`src/edct_pkg.sv`:
```
// Purpose: shared constants and types of the event driven counter timer
// Assumes: one 50 MHz system clock, asynchronous active-low reset
// Notes: constants and carrier types only
// Function
// two 16-bit lanes or one 32-bit lane
// 32-bit lane ring or linear; 16-bit ring only
// 32-bit lane reports overflow and underflow
// running lane steps once per counter tick
// run is held until a stop
// up event adds step or one
// down event subtracts step or one
// preset loads the preset value
// latch copies count, count untouched
// each command ORs all its sources
// up, down, preset sampled as levels per tick
// pin latch acts on rising edge only
// only the highest priority command acts
// priority preset, stop, run, up, down
// run hidden by preset acts next tick
// control word: bit0 run, bit1 stop
// control word changes act during operation
// sources avoid simultaneous commands, stop held high
// counter tick period selectable, 25ns to 1ms; the 25ns and 50ns selects tick every 40ns and 60ns
// option: stop also presets
// option: preset also halts
// programmable upper and lower limits
// ring mode wraps to opposite limit
// linear mode clamps and flags 32-bit lane
package edct_pkg;
  localparam int CLK_PERIOD_NS = 20;
  localparam int LANES = 2;
  localparam int NARROW_W = 16;
  localparam int WIDE_W = 32;
  localparam int EXT_W = 34;
  localparam int CTL_W = 16;
  localparam int CTL_RUN_BIT = 0;
  localparam int CTL_STOP_BIT = 1;
  localparam int SYNC_STAGES = 3;
  localparam int TICK_W = 16;

  // counter tick periods in ns
  localparam int PER_25NS = 25;
  localparam int PER_50NS = 50;
  localparam int PER_100NS = 100;
  localparam int PER_1US = 1000;
  localparam int PER_10US = 10000;
  localparam int PER_100US = 100000;
  localparam int PER_1MS = 1000000;

  // least period, rounded up to whole clocks
  localparam int TICK_25NS_CYC = (PER_25NS + CLK_PERIOD_NS - 1) / CLK_PERIOD_NS;
  localparam int TICK_50NS_CYC = (PER_50NS + CLK_PERIOD_NS - 1) / CLK_PERIOD_NS;
  localparam int TICK_100NS_CYC = (PER_100NS + CLK_PERIOD_NS - 1) / CLK_PERIOD_NS;
  localparam int TICK_1US_CYC = (PER_1US + CLK_PERIOD_NS - 1) / CLK_PERIOD_NS;
  localparam int TICK_10US_CYC = (PER_10US + CLK_PERIOD_NS - 1) / CLK_PERIOD_NS;
  localparam int TICK_100US_CYC = (PER_100US + CLK_PERIOD_NS - 1) / CLK_PERIOD_NS;
  localparam int TICK_1MS_CYC = (PER_1MS + CLK_PERIOD_NS - 1) / CLK_PERIOD_NS;

  localparam logic [WIDE_W-1:0] COUNT_RST = 32'h0000_0000;
  localparam logic [EXT_W-1:0] EXT_ONE = 34'h0_0000_0001;

  typedef enum logic [2:0] {
    EDCT_CK_25NS = 3'h0,
    EDCT_CK_50NS = 3'h1,
    EDCT_CK_100NS = 3'h2,
    EDCT_CK_1US = 3'h3,
    EDCT_CK_10US = 3'h4,
    EDCT_CK_100US = 3'h5,
    EDCT_CK_1MS = 3'h6
  } edct_clk_sel_t;

  typedef struct packed {
    logic preset;
    logic stop;
    logic run;
    logic up;
    logic down;
    logic latch;
  } edct_cmd_t;

  typedef struct packed {
    logic enable;
    logic linear;
    logic signed_mode;
    logic add_mode;
    logic stop_preset;
    logic preset_stop;
    logic [WIDE_W-1:0] add_value;
    logic [WIDE_W-1:0] upper;
    logic [WIDE_W-1:0] lower;
    logic [WIDE_W-1:0] preset_value;
  } edct_cfg_t;

  typedef struct packed {
    logic [WIDE_W-1:0] count;
    logic [WIDE_W-1:0] latched;
    logic running;
    logic run_pend;
    logic ovf;
    logic udf;
    logic wrap;
    edct_cmd_t taken;
  } edct_lane_t;
endpackage : edct_pkg

```
`src/edct_top.sv`:
```
// Purpose: counter timer with run, stop, up, down, preset and latch commands
// Assumes: pin commands asynchronous; detector commands and control words on clk
// Notes: lane 1 idles while the wide (32-bit) configuration is selected
`timescale 1ns/100ps
module edct_top #(
  parameter int TICK_100US = edct_pkg::TICK_100US_CYC,
  parameter int TICK_1MS = edct_pkg::TICK_1MS_CYC
) (
  // clock and reset
  input wire logic clk,
  input wire logic rstn,

  // configuration
  input wire logic wide,
  input wire edct_pkg::edct_clk_sel_t clk_sel,
  input wire edct_pkg::edct_cfg_t [edct_pkg::LANES-1:0] cfg,

  // event input terminals, asynchronous pins
  input wire edct_pkg::edct_cmd_t [edct_pkg::LANES-1:0] pin_cmd,

  // event detection logic, one-clock pulses or levels on clk
  input wire edct_pkg::edct_cmd_t [edct_pkg::LANES-1:0] det_cmd,

  // software run/stop control words
  input wire logic [edct_pkg::LANES-1:0][edct_pkg::CTL_W-1:0] run_halt_control_word,

  // count results
  output logic [edct_pkg::LANES-1:0][edct_pkg::WIDE_W-1:0] count,
  output logic [edct_pkg::LANES-1:0][edct_pkg::WIDE_W-1:0] latch_value,
  output logic [edct_pkg::LANES-1:0] running,

  // status
  output logic overflow,
  output logic underflow,
  output logic [edct_pkg::LANES-1:0] wrapped,
  output edct_pkg::edct_cmd_t [edct_pkg::LANES-1:0] cmd_taken,
  output logic tick_seen
);
  typedef struct packed {
    edct_pkg::edct_lane_t [edct_pkg::LANES-1:0] lane;
    logic tick;
  } edct_top_st_t;

  edct_top_st_t st;
  edct_top_st_t next_st;

  logic tick;
  edct_pkg::edct_cmd_t [edct_pkg::LANES-1:0] pin_lvl;
  edct_pkg::edct_cmd_t [edct_pkg::LANES-1:0] pin_rise;
  edct_pkg::edct_cmd_t [edct_pkg::LANES-1:0] merged;
  logic [edct_pkg::LANES-1:0] latch_evt;
  logic [edct_pkg::LANES-1:0] active;

  // widen a stored value to the compare width, honouring lane width and sign
  function automatic logic signed [edct_pkg::EXT_W-1:0] edct_ext(
    input logic [edct_pkg::WIDE_W-1:0] v,
    input logic is_wide,
    input logic sgn
  );
    logic signed [edct_pkg::EXT_W-1:0] r;
    r = '0;
    if (is_wide) begin
      r = sgn ? {{2{v[31]}}, v} : {2'b00, v};
    end else begin
      r = sgn ? {{18{v[15]}}, v[15:0]} : {18'h0_0000, v[15:0]};
    end
    return r;
  endfunction : edct_ext

  // narrow a result back to the lane's stored width
  function automatic logic [edct_pkg::WIDE_W-1:0] edct_fit(
    input logic [edct_pkg::EXT_W-1:0] s,
    input logic is_wide
  );
    return is_wide ? s[31:0] : {16'h0000, s[15:0]};
  endfunction : edct_fit

  edct_tick #(
    .TICK_100US(TICK_100US),
    .TICK_1MS(TICK_1MS)
  ) u_tick (
    .clk(clk),
    .rstn(rstn),
    .sel(clk_sel),
    .tick(tick)
  );

  edct_sync #(
    .WIDTH(edct_pkg::LANES * $bits(edct_pkg::edct_cmd_t))
  ) u_sync (
    .clk(clk),
    .rstn(rstn),
    .pin(pin_cmd),
    .level(pin_lvl),
    .rise(pin_rise)
  );

  // per-lane command merge
  for (genvar l = 0; l < edct_pkg::LANES; l++) begin : g_lane
    assign merged[l].preset = pin_lvl[l].preset | det_cmd[l].preset;
    assign merged[l].stop = pin_lvl[l].stop | det_cmd[l].stop
                            | run_halt_control_word[l][edct_pkg::CTL_STOP_BIT];
    assign merged[l].run = pin_lvl[l].run | det_cmd[l].run
                           | run_halt_control_word[l][edct_pkg::CTL_RUN_BIT];
    assign merged[l].up = pin_lvl[l].up | det_cmd[l].up;
    assign merged[l].down = pin_lvl[l].down | det_cmd[l].down;
    assign merged[l].latch = 1'b0;
    // pin latch counts only on its low-to-high edge
    assign latch_evt[l] = pin_rise[l].latch | det_cmd[l].latch;
    // lane 1 exists only in the narrow configuration
    assign active[l] = (l == 0) || !wide;
  end : g_lane

  logic signed [edct_pkg::EXT_W-1:0] step;
  logic signed [edct_pkg::EXT_W-1:0] delta;
  logic signed [edct_pkg::EXT_W-1:0] sum;
  logic signed [edct_pkg::EXT_W-1:0] hi;
  logic signed [edct_pkg::EXT_W-1:0] lo;
  logic lane_wide;
  logic do_run;
  logic linear_ok;

  always_comb begin
    next_st = st;
    next_st.tick = tick;
    step = '0;
    delta = '0;
    sum = '0;
    hi = '0;
    lo = '0;
    lane_wide = 1'b0;
    do_run = 1'b0;
    linear_ok = 1'b0;
    for (int l = 0; l < edct_pkg::LANES; l++) begin
      lane_wide = wide && (l == 0);
      next_st.lane[l].wrap = 1'b0;
      next_st.lane[l].taken = '0;

      if (active[l] && latch_evt[l]) begin
        next_st.lane[l].latched = st.lane[l].count;
        next_st.lane[l].taken.latch = 1'b1;
      end

      // preset, stop, run, up and down sampled once per counter tick; latch acts on any clock
      if (active[l] && tick && cfg[l].enable) begin
        step = cfg[l].add_mode ? edct_ext(cfg[l].add_value, lane_wide, 1'b0)
                               : $signed(edct_pkg::EXT_ONE);
        hi = edct_ext(cfg[l].upper, lane_wide, cfg[l].signed_mode);
        lo = edct_ext(cfg[l].lower, lane_wide, cfg[l].signed_mode);
        // ring only for 16-bit lanes
        linear_ok = cfg[l].linear && lane_wide;
        do_run = merged[l].run || st.lane[l].run_pend;

        if (merged[l].preset) begin
          next_st.lane[l].taken.preset = 1'b1;
          next_st.lane[l].count = edct_fit(edct_ext(cfg[l].preset_value, lane_wide, 1'b0), lane_wide);
          next_st.lane[l].ovf = 1'b0;
          next_st.lane[l].udf = 1'b0;
          // run hidden behind preset is kept for the next tick
          next_st.lane[l].run_pend = do_run;
          if (cfg[l].preset_stop) begin
            next_st.lane[l].running = 1'b0;
          end
        end else if (merged[l].stop) begin
          next_st.lane[l].taken.stop = 1'b1;
          next_st.lane[l].running = 1'b0;
          next_st.lane[l].run_pend = 1'b0;
          if (cfg[l].stop_preset) begin
            next_st.lane[l].count = edct_fit(edct_ext(cfg[l].preset_value, lane_wide, 1'b0), lane_wide);
            next_st.lane[l].ovf = 1'b0;
            next_st.lane[l].udf = 1'b0;
          end
        end else begin
          delta = '0;
          if (do_run) begin
            next_st.lane[l].taken.run = 1'b1;
            next_st.lane[l].running = 1'b1;
            next_st.lane[l].run_pend = 1'b0;
          end else if (merged[l].up) begin
            next_st.lane[l].taken.up = 1'b1;
            delta = step;
          end else if (merged[l].down) begin
            next_st.lane[l].taken.down = 1'b1;
            delta = -step;
          end
          if (next_st.lane[l].running) begin
            delta = delta + step;
          end

          sum = edct_ext(st.lane[l].count, lane_wide, cfg[l].signed_mode) + delta;
          if (sum > hi) begin
            if (linear_ok) begin
              next_st.lane[l].count = cfg[l].upper;
              next_st.lane[l].ovf = 1'b1;
            end else begin
              next_st.lane[l].count = edct_fit(lo, lane_wide);
              next_st.lane[l].wrap = 1'b1;
            end
          end else if (sum < lo) begin
            if (linear_ok) begin
              next_st.lane[l].count = cfg[l].lower;
              next_st.lane[l].udf = 1'b1;
            end else begin
              next_st.lane[l].count = edct_fit(hi, lane_wide);
              next_st.lane[l].wrap = 1'b1;
            end
          end else begin
            next_st.lane[l].count = edct_fit(sum, lane_wide);
          end
        end
      end
    end
  end

  always_ff @(posedge clk or negedge rstn) begin
    if (!rstn) begin
      st <= '0;
    end else begin
      st <= next_st;
    end
  end

  // outputs straight from the state register
  for (genvar l = 0; l < edct_pkg::LANES; l++) begin : g_out
    assign count[l] = st.lane[l].count;
    assign latch_value[l] = st.lane[l].latched;
    assign running[l] = st.lane[l].running;
    assign wrapped[l] = st.lane[l].wrap;
    assign cmd_taken[l] = st.lane[l].taken;
  end : g_out

  // overflow and underflow exist for the wide lane only
  assign overflow = st.lane[0].ovf;
  assign underflow = st.lane[0].udf;
  assign tick_seen = st.tick;
endmodule : edct_top

```
`src/edct_tick.sv`:
```
// Purpose: counter tick generator with selectable period
// Assumes: select is static or changes rarely
// Notes: tick is a one-clock pulse
`timescale 1ns/100ps
module edct_tick #(
  parameter int TICK_100US = edct_pkg::TICK_100US_CYC,
  parameter int TICK_1MS = edct_pkg::TICK_1MS_CYC
) (
  // clock and reset
  input wire logic clk,
  input wire logic rstn,
  // period select
  input wire edct_pkg::edct_clk_sel_t sel,
  // tick pulse
  output logic tick
);
  typedef struct packed {
    logic [edct_pkg::TICK_W-1:0] cnt;
    logic tick;
  } edct_tick_st_t;

  edct_tick_st_t st;
  edct_tick_st_t next_st;
  logic [edct_pkg::TICK_W-1:0] limit;

  always_comb begin
    unique case (sel)
      edct_pkg::EDCT_CK_25NS: limit = edct_pkg::TICK_W'(edct_pkg::TICK_25NS_CYC);
      edct_pkg::EDCT_CK_50NS: limit = edct_pkg::TICK_W'(edct_pkg::TICK_50NS_CYC);
      edct_pkg::EDCT_CK_100NS: limit = edct_pkg::TICK_W'(edct_pkg::TICK_100NS_CYC);
      edct_pkg::EDCT_CK_1US: limit = edct_pkg::TICK_W'(edct_pkg::TICK_1US_CYC);
      edct_pkg::EDCT_CK_10US: limit = edct_pkg::TICK_W'(edct_pkg::TICK_10US_CYC);
      edct_pkg::EDCT_CK_100US: limit = edct_pkg::TICK_W'(TICK_100US);
      edct_pkg::EDCT_CK_1MS: limit = edct_pkg::TICK_W'(TICK_1MS);
      default: limit = edct_pkg::TICK_W'(edct_pkg::TICK_25NS_CYC);
    endcase
  end

  // free-running divider, restarts when it reaches limit minus one
  always_comb begin
    next_st = st;
    next_st.tick = 1'b0;
    if (st.cnt >= limit - 16'h0001) begin
      next_st.cnt = 16'h0000;
      next_st.tick = 1'b1;
    end else begin
      next_st.cnt = st.cnt + 16'h0001;
    end
  end

  always_ff @(posedge clk or negedge rstn) begin
    if (!rstn) begin
      st <= '0;
    end else begin
      st <= next_st;
    end
  end

  assign tick = st.tick;
endmodule : edct_tick

```
`src/edct_sync.sv`:
```
// Purpose: three-stage synchroniser with agreement filter and rise pulse
// Assumes: inputs asynchronous to clk
// Notes: stage one feeds stage two only
`timescale 1ns/100ps
module edct_sync #(
  parameter int WIDTH = 12
) (
  // clock and reset
  input wire logic clk,
  input wire logic rstn,
  // raw pins
  input wire logic [WIDTH-1:0] pin,
  // filtered level and rising-edge pulse
  output logic [WIDTH-1:0] level,
  output logic [WIDTH-1:0] rise
);
  typedef struct packed {
    logic [WIDTH-1:0] s1;
    logic [WIDTH-1:0] s2;
    logic [WIDTH-1:0] s3;
    logic [WIDTH-1:0] level;
    logic [WIDTH-1:0] rise;
  } edct_sync_st_t;

  edct_sync_st_t st;
  edct_sync_st_t next_st;

  always_comb begin
    next_st = st;
    next_st.s1 = pin;
    next_st.s2 = st.s1;
    next_st.s3 = st.s2;
    // a change counts once stages two and three agree
    for (int i = 0; i < WIDTH; i++) begin
      if (st.s2[i] == st.s3[i]) begin
        next_st.level[i] = st.s3[i];
      end
    end
    next_st.rise = next_st.level & ~st.level;
  end

  always_ff @(posedge clk or negedge rstn) begin
    if (!rstn) begin
      st <= '0;
    end else begin
      st <= next_st;
    end
  end

  assign level = st.level;
  assign rise = st.rise;
endmodule : edct_sync

```
`config.mk`:
```
export PLATFORM = sky130hd
export DESIGN_NAME = edct_top
export DESIGN_NICKNAME = d
export VERILOG_FILES = /design/src/edct_pkg.sv /design/src/edct_top.sv /design/src/edct_tick.sv /design/src/edct_sync.sv
export SDC_FILE = /design/constraint.sdc
export NUM_CORES = 1
export LEC_CHECK = 0
export ABC_AREA = 1
export BUFFER_PORTS_ARGS = -buffer_cell sky130_fd_sc_hd__clkbuf_2
export CELL_PAD_IN_SITES_DETAIL_PLACEMENT = 1
export CELL_PAD_IN_SITES_GLOBAL_PLACEMENT = 2
export CORE_MARGIN = 1.5
export CORE_UTILIZATION = 33
export CTS_CLUSTER_SIZE = 10
export DETAILED_ROUTE_END_ITERATION = 6
export GPL_TIMING_DRIVEN = 0
export PLACE_DENSITY_LB_ADDON = 0.12
export REMOVE_ABC_BUFFERS = 1
export SYNTH_ARGS = -nofsm -noshare
export SYNTH_HDL_FRONTEND = slang
export SYNTH_SLANG_ARGS = --single-unit
```
`constraint.sdc`:
```
create_clock -name clk -period 12 [get_ports clk]
set_input_delay 0.6 -clock clk [delete_from_list [all_inputs] [get_ports clk]]
set_output_delay 0.6 -clock clk [all_outputs]
set_load 0.005 [all_outputs]
```
---- After elaboration in Yosys (flattened, before gate mapping) ----
Cells that the tools add are included.
word-level totals
  flip-flop bits (word level) ............. 221
  word-level logic and storage cells ...... 237
cells by class
  add/subtract/negate cells ............... 8
  $lt $le $gt $ge ......................... 5
  equal/unequal tests ..................... 25
  mux-type cells .......................... 130
  bitwise gates (word level) .............. 18
  reductions and logical operators ........ 19
operators with widths
  kind                                                   count
  two-way mux 34 bit                                     46
  two-way mux 32 bit                                     17
  adder 34 bit                                           4
  one-hot mux 16 bit (6 select lines)                    1
  greater-than comparator 34 bit                         2
  less-than comparator 34 bit                            2
  negator 34 bit                                         2
  two-way mux 1 bit                                      40
  two-way mux 16 bit                                     2
  two-way mux 2 bit                                      15
  two-way mux 4 bit                                      5
  adder 16 x 1 -> 16 bit, second input constant          1
  greater-or-equal comparator 16 bit                     1
  OR 1 bit                                               16
  subtractor 16 x 1 -> 16 bit, second input constant     1
  == test 1 bit                                          12
  two-way mux 6 bit                                      2
  AND reduction 2 bit                                    6
  == test 3 bit, second input constant                   3
  nonzero test 3 bit                                     3
  inequality test 4 x 3 -> 1 bit, second input constant  2
  bitwise AND 7 bit                                      1
  NOT 7 bit                                              1
  == test 3 x 2 -> 1 bit, second input constant          2
  10 further kinds                                       18

---- Longest topological paths before layout ----
Gate-level depths: netlist of the first run.
  depth in word-level cells ............... 24
  depth in mapped cells ................... 54
  mapped depth without buffers ............ 51

---- Modules after synthesis ----
A second synthesis of the first run with hierarchy kept.
unflattened totals
  cell total of the unflattened synthesis .. 4092
  area, all modules ....................... 25116.6 µm²
modules (own cells, without submodules)
  module     times used  cells an instance  area an instance (µm²)  seq. area each (µm²)
  edct_top   1           3769               21839.7                 2927.8
  edct_sync  1           156                2004.4                  1501.4
  edct_tick  1           167                1272.5                  425.4

---- Worst setup path after synthesis of the first run ----
Ideal clock, no wire load.
  path type ............................... input-to-reg
  start point ............................. input cfg[130] (netlist name)
  end point ............................... register st, in the netlist count[27]
  library setup time ...................... 0.117 ns
  data arrival time ....................... 6.204 ns
  required time ........................... 11.883 ns
  slack ................................... 5.680 ns
  stages .................................. 46
  buffers on the path ..................... 2
  cell sequence ........................... buf_6 -> nand2_1 -> ha_1 -> nand3_1 -> nor2_2 -> nand4_2 -> nor2_1 -> nand2_1 -> a21oi_1 -> nor2_1 -> ha_1 -> nand2_1 -> nor4_1 -> nand3_1 -> nand3_1 -> nand2_1 -> nand2_1 -> xnor2_1 -> [... 10 more ...] -> inv_1 -> nand2_1 -> nand2_1 -> ha_1 -> nand2_1 -> nor2_1 -> nand4_1 -> nor2_1 -> nand3_1 -> nand3_1 -> nand2_1 -> nand2_1 -> nor2_4 -> buf_2 -> nand2_1 -> nand3_1 -> nand2_1 -> nand2_1
on the way
  longest elaborated chain between the ends .. 19
  elaborated cells between the ends (all ways) .. 21
  those cells by class .................... add/sub: 3; order compare: 2; mux: 16
ends and longest elaborated chain
  what                                                                      RTL line                         RTL
  start: declaration                                                        edct_top.sv:16                   input wire edct_pkg::edct_cfg_t [edct_pkg::LANES-1:0] cfg,
  two-way mux 34 bit (*)                                                    edct_top.sv:146                  step = cfg[l].add_mode ? edct_ext(cfg[l].add_value, lane_wide, 1'b0)
  negator 34 bit                                                            edct_top.sv:184                  delta = -step;
  two-way mux 34 bit                                                        edct_top.sv:182                  end else if (merged[l].down) begin
  two-way mux 34 bit                                                        edct_top.sv:179                  end else if (merged[l].up) begin
  two-way mux 34 bit                                                        edct_top.sv:175                  if (do_run) begin
  two-way mux 34 bit                                                        edct_top.sv:164                  end else if (merged[l].stop) begin
  two-way mux 34 bit                                                        edct_top.sv:154                  if (merged[l].preset) begin
  two-way mux 34 bit                                                        edct_top.sv:145                  if (active[l] && tick && cfg[l].enable) begin
  [... 3 more ...]                                                          n/a
  two-way mux 34 bit (*)                                                    edct_top.sv:154
  two-way mux 34 bit (*)                                                    edct_top.sv:145
  adder 34 bit (*)                                                          edct_top.sv:190                  sum = edct_ext(st.lane[l].count, lane_wide, cfg[l].signed_mode) + delta;
  less-than comparator 34 bit / two-way mux 32 bit (equally long branches)  edct_top.sv:199, edct_top.sv:75
  two-way mux 32 bit                                                        edct_top.sv:199                  end else if (sum < lo) begin
  two-way mux 32 bit (*)                                                    edct_top.sv:191                  if (sum > hi) begin
  two-way mux 32 bit (*)                                                    edct_top.sv:164
  two-way mux 32 bit (*)                                                    edct_top.sv:154
  end signal: assignment                                                    edct_top.sv:219                  st <= next_st;
  end: declaration                                                          edct_top.sv:44                   edct_top_st_t st;
Every way passes the cells marked *; elsewhere a longest branch is shown, timed or not. The select of a mux whose other input is x is not followed.
A chain may end at the register's enable or synchronous reset.

==> results of run 1 <==
## layout by cell type, fill, tap and decap left out, types with 36 or more instances in the layout
master	Yosys	routed
inv_1	448	444
clkbuf_2	0	349
nor2_1	316	314
nand2_1	1023	1021
dfrtp_1	184	184
nand4_1	38	38
o21ai_0	226	226
a21oi_1	384	384
nor3_1	43	41
ha_1	266	266
nand3_1	236	236
xor2_1	52	52
xnor2_1	36	36
## power breakdown
group	leakage (nW)	switching [mW]	internal [mW]
Clock	0.297	0.348	0.285
Sequential	2.31	0.214	0.794
Combinational	11.8	1.98	1.01
Total	14.4	2.55	2.08
## worst max path at each step
stage	end	startpoint	cells past startpoint
2_1_floorplan	count[17]	det_cmd[2]	41
3_3_place_gp	count[11]	det_cmd[2]	42
3_5_place_dp	count[11]	det_cmd[3]	45
4_1_cts	count[11]	register	44
5_1_grt	count[11]	register	42
6_report	count[11]	register	45
## cell families (layout without fill, tap and decap cells)
kind of cell,after synthesis,count (layout),share of synthesized area [%]
XOR/XNOR,88,88,3.276
AND/OR/NAND/NOR,1755,1755,31.87
buffers and inverters,707,861,14.03
other,2,35,0.03193
AO/OA/AOI/OAI,714,714,16.22
flip-flops,184,184,19.57
adder cells (fa/ha/maj),282,282,15.00
## cell type report
cell class              instances  area share [%]
diodes                          2         0.01928
clock buffers                  17           1.639
clock inverters                15          0.7375
inverters                     464           6.710
multi-input cells            2872           60.81
flip-flops and latches        184           17.74
well taps                     940           4.531
repair buffers                365           7.814
## Yosys cell counts (13+ instances only)
cell	count	share of area, %
buf_2	22	0.47
nand2_1	1023	16
xor2_1	52	1.9
inv_1	448	7.1
clkbuf_1	60	0.96
o21ai_0	226	4.8
nor2_1	316	5.0
nand3_1	236	5.0
nand2_4	13	0.62
a21o_1	16	0.51
buf_4	146	4.7
xnor2_1	36	1.3
inv_2	15	0.24
nand4_1	38	1.0
o31ai_1	19	0.61
ha_1	266	14
nand2_2	18	0.48
nor3_1	43	0.91
a21oi_1	384	8.2
dfrtp_1	184	20
## registers in the layout, indices dropped and copies added (netlist names), 2 cells and up, named ones only
register        cells
u_sync.rise         2
u_sync.st          12
cmd_taken          12
count              48
u_sync.next_st     24
latch_value        48
wrapped             2
running             2
u_tick.st          16
st                  2
u_sync.level        7
## metrics by stage
stage          hold WS, ns  utilization (%)  setup TNS (ns)
2_1_floorplan       0.3044                -               0
3_3_place_gp        0.3334            35.60          -8.086
3_5_place_dp        0.3379            36.05               0
4_1_cts             0.1438            36.93               0
5_1_grt             0.1576            36.94               0
6_report            0.1601            36.94               0
## per-layer routing
layer / track usage (%) / wire length [µm] / vias to the layer above
li1: - / - / 12372
met1: 31.11 / 40740 / 11503
met2: 45.85 / 46180 / 393
met3: 2.889 / 2539 / 126
met4: 10.38 / 3643 / 0
met5: 0 / 0 / -
==> metrics.md, run 1 <==
| Metric | Value |
|---|---|
| Fin worst setup slack | 0.9513 ns |
| Vias per Instance | 5.020 |
| CP max stage delay | 1.09 ns |
| Asr flop ratio synth | 100.0% |
| Max-slew headroom | 14.75% |
| Multi-input gate area | 15790 µm² |
| Synth-to-Final Area Change | 10.35% |
| Synth warn | 0 |
| Place WS | 0.7116 ns |
| Dpl cells | 4825 |
| CP delay by family, top | simple AND/OR/NAND/NOR gates |
| Gr ovfl total | 0 |
| Final Setup Violations | 0 |
| WL per Instance | 19.16 µm |
| Num rows | 97 |
| Synth unique cells | 61 |
| Max Cap Viol | 0 |
| Average size of a mapped cell | 6.303 µm² |
| Final ANT Viol Nets | 0 |
| Post-route cell area | 25960 µm² |
| Filler cells | 9371 |
| Core Region | 70270 µm² |
| 1st-iter DRT viols | 1083 |
| Post-CTS Setup Inserts | 0 |
| PD cells | 178.4 nW/µm² |
| Largest net degree at the start of global routing | 94 |
| CP Class | reg -> reg |
| WL final | 93.11 mm |
| Share of post-route cells with drive strength above 1 | 12.87% |
| Critical path data arrival time | 11.50 ns |
| Initial Util | 33.48% |
| Root Buffer | clkbuf_16 |
| Total Power | 4.631 mW |
| Gpl congestion | 0.8642 |
| Sequential area share after synthesis | 19.57% |
| CTS clk-pin slew, worst paths | 0.08 ns |
| Synthesis-stage register bit count | 184 |
| Cell area after synthesis | 23520 µm² |
| Fmax | 90.51 MHz |
| Number of global-route vias before repair | 25313 |
| DP Area | 25340 µm² |
| Die height | 270.0 µm |
| Tmin final | 11.05 ns |
| Reg-to-reg critical path endpoint | count[11] |
| Most Frequent Cell on Critical Path | nand2_1 |
| Resize count post-CTS | 0 |
| Non-Filler Instances | 4859 |
| WP data required | 12.46 ns |
| Drc violations | 0 |
| FF/Latch Area | 4604 µm² |
| RSZ-0062 raised after global routing | no |
| Pleak | 14.39 nW |
| Worst Hold Class | in -> async |
| FF-to-FF setup slack | 0.95 ns |
| Slew Viols, Final | 0 |
| Period utilization | 92.07% |
| CP Launch Type | register |
| Outcome | completed |
| CTS sink cnt | 184 |
| Io pins | 477 |
| Via count | 24394 |
| Die width | 270.0 µm |
| DRT Pass-1 Iters | 5 |
| Actual transition at the worst max-transition pin | 1.279 ns |
| Cells after Synth | 3732 |
| Crit path max fanout | 35 |
| First-pass GRT wire length | 145.8 mm |
| I/O Buffers | 351 |
| Top_reg_cell synth | dfrtp_1 |
| Max IR drop VDD | 0.00007674 V |
| Bufs on Longest Clock Path | 2 |
| TritonCTS Buffers | 17 |
| Worst path slowest cell | nor2_4 |
| Crit path buffers/inverters | 8 |
| Hold-fix buffers, CTS | 0 |
| Detailed placement HPWL | 77.23 mm |
| Worst R2R Path Depth | 45 |
| Layout Nets | 4504 |
| Final Skew | 0.02871 ns |
| Tot GR Track Use | 25.65% |
| CP endpoint kind | register |
| EDFF count, synth | 0 |
| Clock Latency Late Sink | 0.53 ns |
| Initial antenna violation count | 3 |
| H-tree lvl count | 4 |
| CTS tree | done |
| Fin. Hold Viols | 0 |
| Die area | 72890 µm² |
Note: power is estimated with default switching activity, not from simulation.
==> run 2, diff against run 1 <==
--- a/config.mk
+++ b/config.mk
@@ -17,3 +17,2 @@
 export PLACE_DENSITY_LB_ADDON = 0.12
-export REMOVE_ABC_BUFFERS = 1
 export SYNTH_ARGS = -nofsm -noshare
--- a/constraint.sdc
+++ b/constraint.sdc
@@ -3,2 +3,2 @@
 set_output_delay 0.6 -clock clk [all_outputs]
-set_load 0.005 [all_outputs]
+set_load 0.1 [all_outputs]
==> metrics.md, run 2 (synthesis gave the netlist of run 1 again) <==
| Metric | Value |
|---|---|
| CTS tree | done |
| Routed met2 length | 40.79 mm |
| Initial antenna violation count | 10 |
| H-tree lvl count | 4 |
| Die height | 270.0 µm |
| Io pins | 477 |
| Number of global-route vias before repair | 25631 |
| Critical path data arrival time | 9.93 ns |
| WP data required | 12.43 ns |
| Largest net degree at the start of global routing | 96 |
| Max Cap Viol | 0 |
| Max IR drop VDD | 0.0001764 V |
| CTS clk-pin slew, worst paths | 0.10 ns |
| I/O Buffers | 347 |
| Most Frequent Cell on Critical Path | nand2_1 |
| Gpl congestion | 0.9078 |
| Num rows | 97 |
| Total Neg Setup Slack | 0 ns |
| CP delay by family, top | simple AND/OR/NAND/NOR gates |
| Crit path buffers/inverters | 6 |
| Dpl cells | 5051 |
| Outcome | completed |
| First-pass GRT wire length | 149.4 mm |
| CP endpoint kind | register |
| RSZ-0062 raised after global routing | no |
| Post-CTS Setup Inserts | 0 |
| Root Buffer | clkbuf_16 |
| Non-Filler Instances | 5084 |
| Pleak | 15.24 nW |
| Die area | 72890 µm² |
| Most frequent cells in the layout | nand2_1 (1023), inv_1 (448), a21oi_1 (384) |
| Initial Util | 33.48% |
| M1 WL | 49.59 mm |
| Fmax | 105.2 MHz |
| Bufs on Longest Clock Path | 2 |
| Layout Nets | 4730 |
| DRT Pass-1 Iters | 5 |
| CP max stage delay | 0.82 ns |
| Actual transition at the worst max-transition pin | 1.231 ns |
| Final Setup Violations | 0 |
| Fin. Hold Viols | 0 |
| DR WL met3 | 4.823 mm |
| Post-route cell area | 27230 µm² |
| Resize count post-CTS | 0 |
| Slew Viols, Final | 0 |
| Max layer used | met5 |
| Die width | 270.0 µm |
| Period utilization | 79.19% |
| Max-slew headroom | 17.29% |
| CP Class | reg -> reg |
| 1st-iter DRT viols | 1356 |
| Tot GR Track Use | 26.44% |
| CTS sink cnt | 184 |
| Gr ovfl total | 0 |
| Crit path max fanout | 10 |
| Drc violations | 0 |
| Clock Latency Late Sink | 0.49 ns |
| WL per Instance | 19.07 µm |
| Most common cell after layout, fill and taps aside | nand2_1 |
| Vias per Instance | 5.011 |
| Final ANT Viol Nets | 0 |
| Hold slack | 0.1748 ns |
| Detailed placement HPWL | 83.67 mm |
| CP Launch Type | register |
| Synth-to-Final Area Change | 15.76% |
| Tmin final | 9.503 ns |
| TritonCTS Buffers | 17 |
| Share of post-route cells with drive strength above 1 | 15.66% |
| Filler cells | 9433 |
| Final Skew | 0.02237 ns |
| Worst path slowest cell | nor3_1 |
| Total Power | 6.054 mW |
| PD cells | 222.3 nW/µm² |
| WL final | 96.98 mm |
| Hold-fix buffers, CTS | 0 |
| Worst R2R Path Depth | 46 |
| DP Area | 26590 µm² |
| Via count | 25474 |
| Worst path depth | 46 |
| Core Region | 70270 µm² |
| Worst Hold Class | in -> async |
-- run 2: cell types whose count changed in the layout (fill, tap and decap cells not counted), moves of 5 or more --
cell	previous run	this run
buf_4	0	146
clkbuf_1	0	60
buf_2	0	22
buf_1	0	8
buf_8	5	0
-- run 2: where the power goes --
group / switching (mW) / leakage (nW) / internal (mW)
Sequential: 0.236 / 2.31 / 0.793
Clock: 0.338 / 0.308 / 0.293
Combinational: 3.19 / 12.6 / 1.20
Total: 3.77 / 15.2 / 2.29
-- run 2: worst paths after layout --
| path | slack [ns] | start | end |
|---|---|---|---|
| max in group asynchronous | 10.82 | rstn | count[46] |
| hold / removal | 0.17 | rstn | latch_value[18] |
| setup / recovery | 2.50 | u_sync.level[9] | count[42] |
| min in group clk | 0.20 | pin_cmd[11] | u_sync.next_st[47] |
| setup reg to reg | 2.50 | u_sync.level[9] | count[42] |
| hold reg to reg | 0.35 | u_sync.next_st[37] | u_sync.next_st[25] |
-- run 2: layout make-up --
class	count	area, µm²	area share [%]
multi-input cells	2872	15740	57.79
flip-flops and latches	184	4604	16.91
repair buffers	348	1773	6.511
inverters	464	1742	6.396
plain buffers	243	1558	5.720
well taps	940	1176	4.319
clock buffers	17	425.4	1.562
clock inverters	15	214.0	0.7857
diodes	1	2.502	0.009189
-- run 2: metrics by stage --
step                util (%)  worst slack (ns)
floorplan                  -             5.680
global placement       37.79             2.310
detailed placement     37.84             2.362
CTS                    38.75             2.623
global route           38.75             1.438
finish                 38.75             2.497
-- run 2: routing by layer --
layer / GRT usage, % / vias to the layer above
met5: 0 / -
met3: 4.783 / 84
li1: - / 12848
met4: 5.189 / 20
met2: 40.20 / 469
met1: 38.74 / 12053
-- run 2: worst reg2reg max path, delay by kind of cell, from the launching register on --
family                     cells  cell delay (ns)
buffers and inverters          6             1.06
DFF                            1             0.39
and+or+nand+nor               26             4.30
AOI/OAI and AO/OA             10             2.32
adders and majority gates      4             1.37
==> run 3, diff against run 2 <==
- ABC_AREA: 1 -> 0
- CORE_UTILIZATION: 33 -> 32
- clock period: 12 -> 9.8 ns (I/O delays scaled with it)
==> metrics.md, run 3 <==
| Metric | Value |
|---|---|
| Via count | 20902 |
| Vias per Instance | 5.347 |
| I/O Buffers | 348 |
| Most frequent cells in the layout | clkbuf_2 (353), a21oi_1 (284), nand2_1 (268) |
| Root Buffer | clkbuf_16 |
| First-pass GRT wire length | 131.1 mm |
| Asr flop ratio synth | 100.0% |
| WL final | 85.56 mm |
| Tot GR Track Use | 25.84% |
| Number of global-route vias before repair | 21935 |
| PD cells | 272.4 nW/µm² |
| 1st-iter DRT viols | 781 |
| Sequential area share after synthesis | 22.43% |
| Gr ovfl total | 0 |
| Fin worst setup slack | 0.4991 ns |
| CTS clk-pin slew, worst paths | 0.08 ns |
| Synth cell count leaders | a21oi_1 (288), nand2_1 (271), ha_1 (266) |
| Area contributors post-synth | dfrtp_1 (22%), ha_1 (16%), a21oi_1 (7.0%) |
| Synthesis-stage register bit count | 184 |
| CP Class | in -> reg |
| Cell area after synthesis | 20520 µm² |
| Fmax | 107.5 MHz |
| Initial Util | 32.48% |
| Max-slew headroom | 8.739% |
| Outcome | complete, but fails checks |
| CP max stage delay | 0.57 ns |
| Final ANT Viol Nets | 0 |
| TritonCTS Buffers | 17 |
| Drc violations | 0 |
| Place WS | -1.926 ns |
| Num rows | 92 |
| Period utilization | 94.91% |
| EDFF count, synth | 0 |
| Bufs on Longest Clock Path | 2 |
| Detailed placement HPWL | 71.96 mm |
| Total Power | 6.675 mW |
| Max IR drop VDD | 0.0001404 V |
| Cells after Synth | 2640 |
| RSZ-0062 raised after global routing | no |
| WL per Instance | 21.89 µm |
| Hold slack | -0.01700 ns |
| Area leader, netlist | dfrtp_1 |
| Crit path max fanout | 10 |
| Die width | 256.3 µm |
| CP Launch Type | primary input |
| Clock Latency Late Sink | 0.52 ns |
| Final Skew | 0.01475 ns |
| WP data required | 10.19 ns |
| Count leader, synth | a21oi_1 |
| Worst Hold Class | in -> async |
| Average size of a mapped cell | 7.774 µm² |
| Pleak | 12.44 nW |
| Synth warn | 0 |
| Gpl congestion | 0.9020 |
| CTS sink cnt | 184 |
| Fin. Hold Viols | 3 |
| CTS tree | done |
| H-tree lvl count | 4 |
| Layout Nets | 3649 |
| Actual transition at the worst max-transition pin | 1.365 ns |
| DRT Pass-1 Iters | 5 |
| Max Cap Viol | 0 |
| Most common cell after layout, fill and taps aside | clkbuf_2 |
| Top_reg_cell synth | dfrtp_1 |
| Worst path slowest cell | or4_1 |
| Final Setup Violations | 0 |
| Failing checks | hold timing |
| Hold-fix buffers, CTS | 0 |
| Initial antenna violation count | 7 |
| Die area | 65660 µm² |
| CP endpoint kind | register |
| Synth unique cells | 83 |
| Share of post-route cells with drive strength above 1 | 21.23% |
| Area share of the largest cell type after synthesis | 22.43% |
| Io pins | 477 |
| Most Frequent Cell on Critical Path | a21oi_1 |
| Slew Viols, Final | 0 |
| Tmin final | 9.301 ns |
| Critical path data arrival time | 9.69 ns |
| Dpl cells | 3867 |
| Non-Filler Instances | 3909 |
| Core Region | 63200 µm² |
| Largest net degree at the start of global routing | 105 |
| Util after Layout | 38.77% |
| Synth-to-Final Area Change | 19.37% |
| Die height | 256.3 µm |
==> run 3: logic make-up (layout without fill, tap and decap cells) <==
kind of cell    Yosys count  in the layout  synth area share, %
fa+ha+maj               282            282                17.19
compound gates          790            790                24.39
flops                   184            184                22.43
mux                      24             24                1.299
simple gates            835            835                18.86
other cells               2             34              0.03659
buf+inv                 378            769                9.602
xor+xnor                145            145                6.188
==> run 3: layout make-up <==
| class | count | area [µm²] |
|---|---|---|
| repair buffers | 361 | 1868 |
| inverters | 142 | 533.0 |
| fillers | 7846 | 38700 |
| flip-flops and latches | 184 | 4604 |
| well taps | 846 | 1059 |
| clock inverters | 15 | 198.9 |
| diodes | 1 | 2.502 |
| plain buffers | 234 | 1476 |
| clock buffers | 17 | 425.4 |
| multi-input cells | 2109 | 14330 |
==> run 3: stage by stage <==
step,TNS (ns),cell area [µm²]
final,0,24500
after global placement,-96.23,23440
after CTS,0,24230
after global routing,0,24500
after detailed placement,-78.70,23490
after floorplan,0,20640
==> run 3: power breakdown <==
part	leakage (nW)	internal (mW)	switching, mW
Clock	0.299	0.350	0.423
Combinational	9.83	1.43	3.26
Sequential	2.31	0.969	0.238
Total	12.4	2.75	3.92
==> run 3: worst paths after layout <==
path / startpoint / end / slack (ns) / cells after the start
max in group asynchronous: rstn / latch_value[24] / 8.81 / 2
min in group clk: pin_cmd[2] / u_sync.next_st[38] / 0.08 / 1
hold reg to reg: u_sync.next_st[43] / u_sync.next_st[31] / 0.36 / 0
setup / recovery: cfg[264] / count[45] / 0.50 / 39
hold / removal: rstn / latch_value[6] / -0.02 / 1
setup reg to reg: register / count[1] / 0.58 / 41
==> run 3: what timing repair did <==
| item | CTS | global route |
|---|---|---|
| pin swaps | 2 | 6 |
| resized for setup | 33 | 60 |
| buffers inserted | 3 | 8 |
| setup endpoints to repair | 52 | 50 |
==> run 3: critical path, delay by kind of cell <==
| kind | cells | cell delay [ns] |
|---|---|---|
| xor gates and xnor gates | 3 | 0.41 |
| and+or+nand+nor | 10 | 2.63 |
| AOI/OAI and AO/OA | 18 | 3.85 |
| buffers and inverters | 4 | 1.08 |
| adders and majority gates | 4 | 1.22 |
==> run 3: routing by layer <==
layer	vias to the layer above	track usage (%)	wire [µm]
met5	-	0	50
met4	8	9.763	3194
met3	135	3.578	2755
met2	382	45.65	42260
met1	10273	31.69	37290
li1	10104	-	-
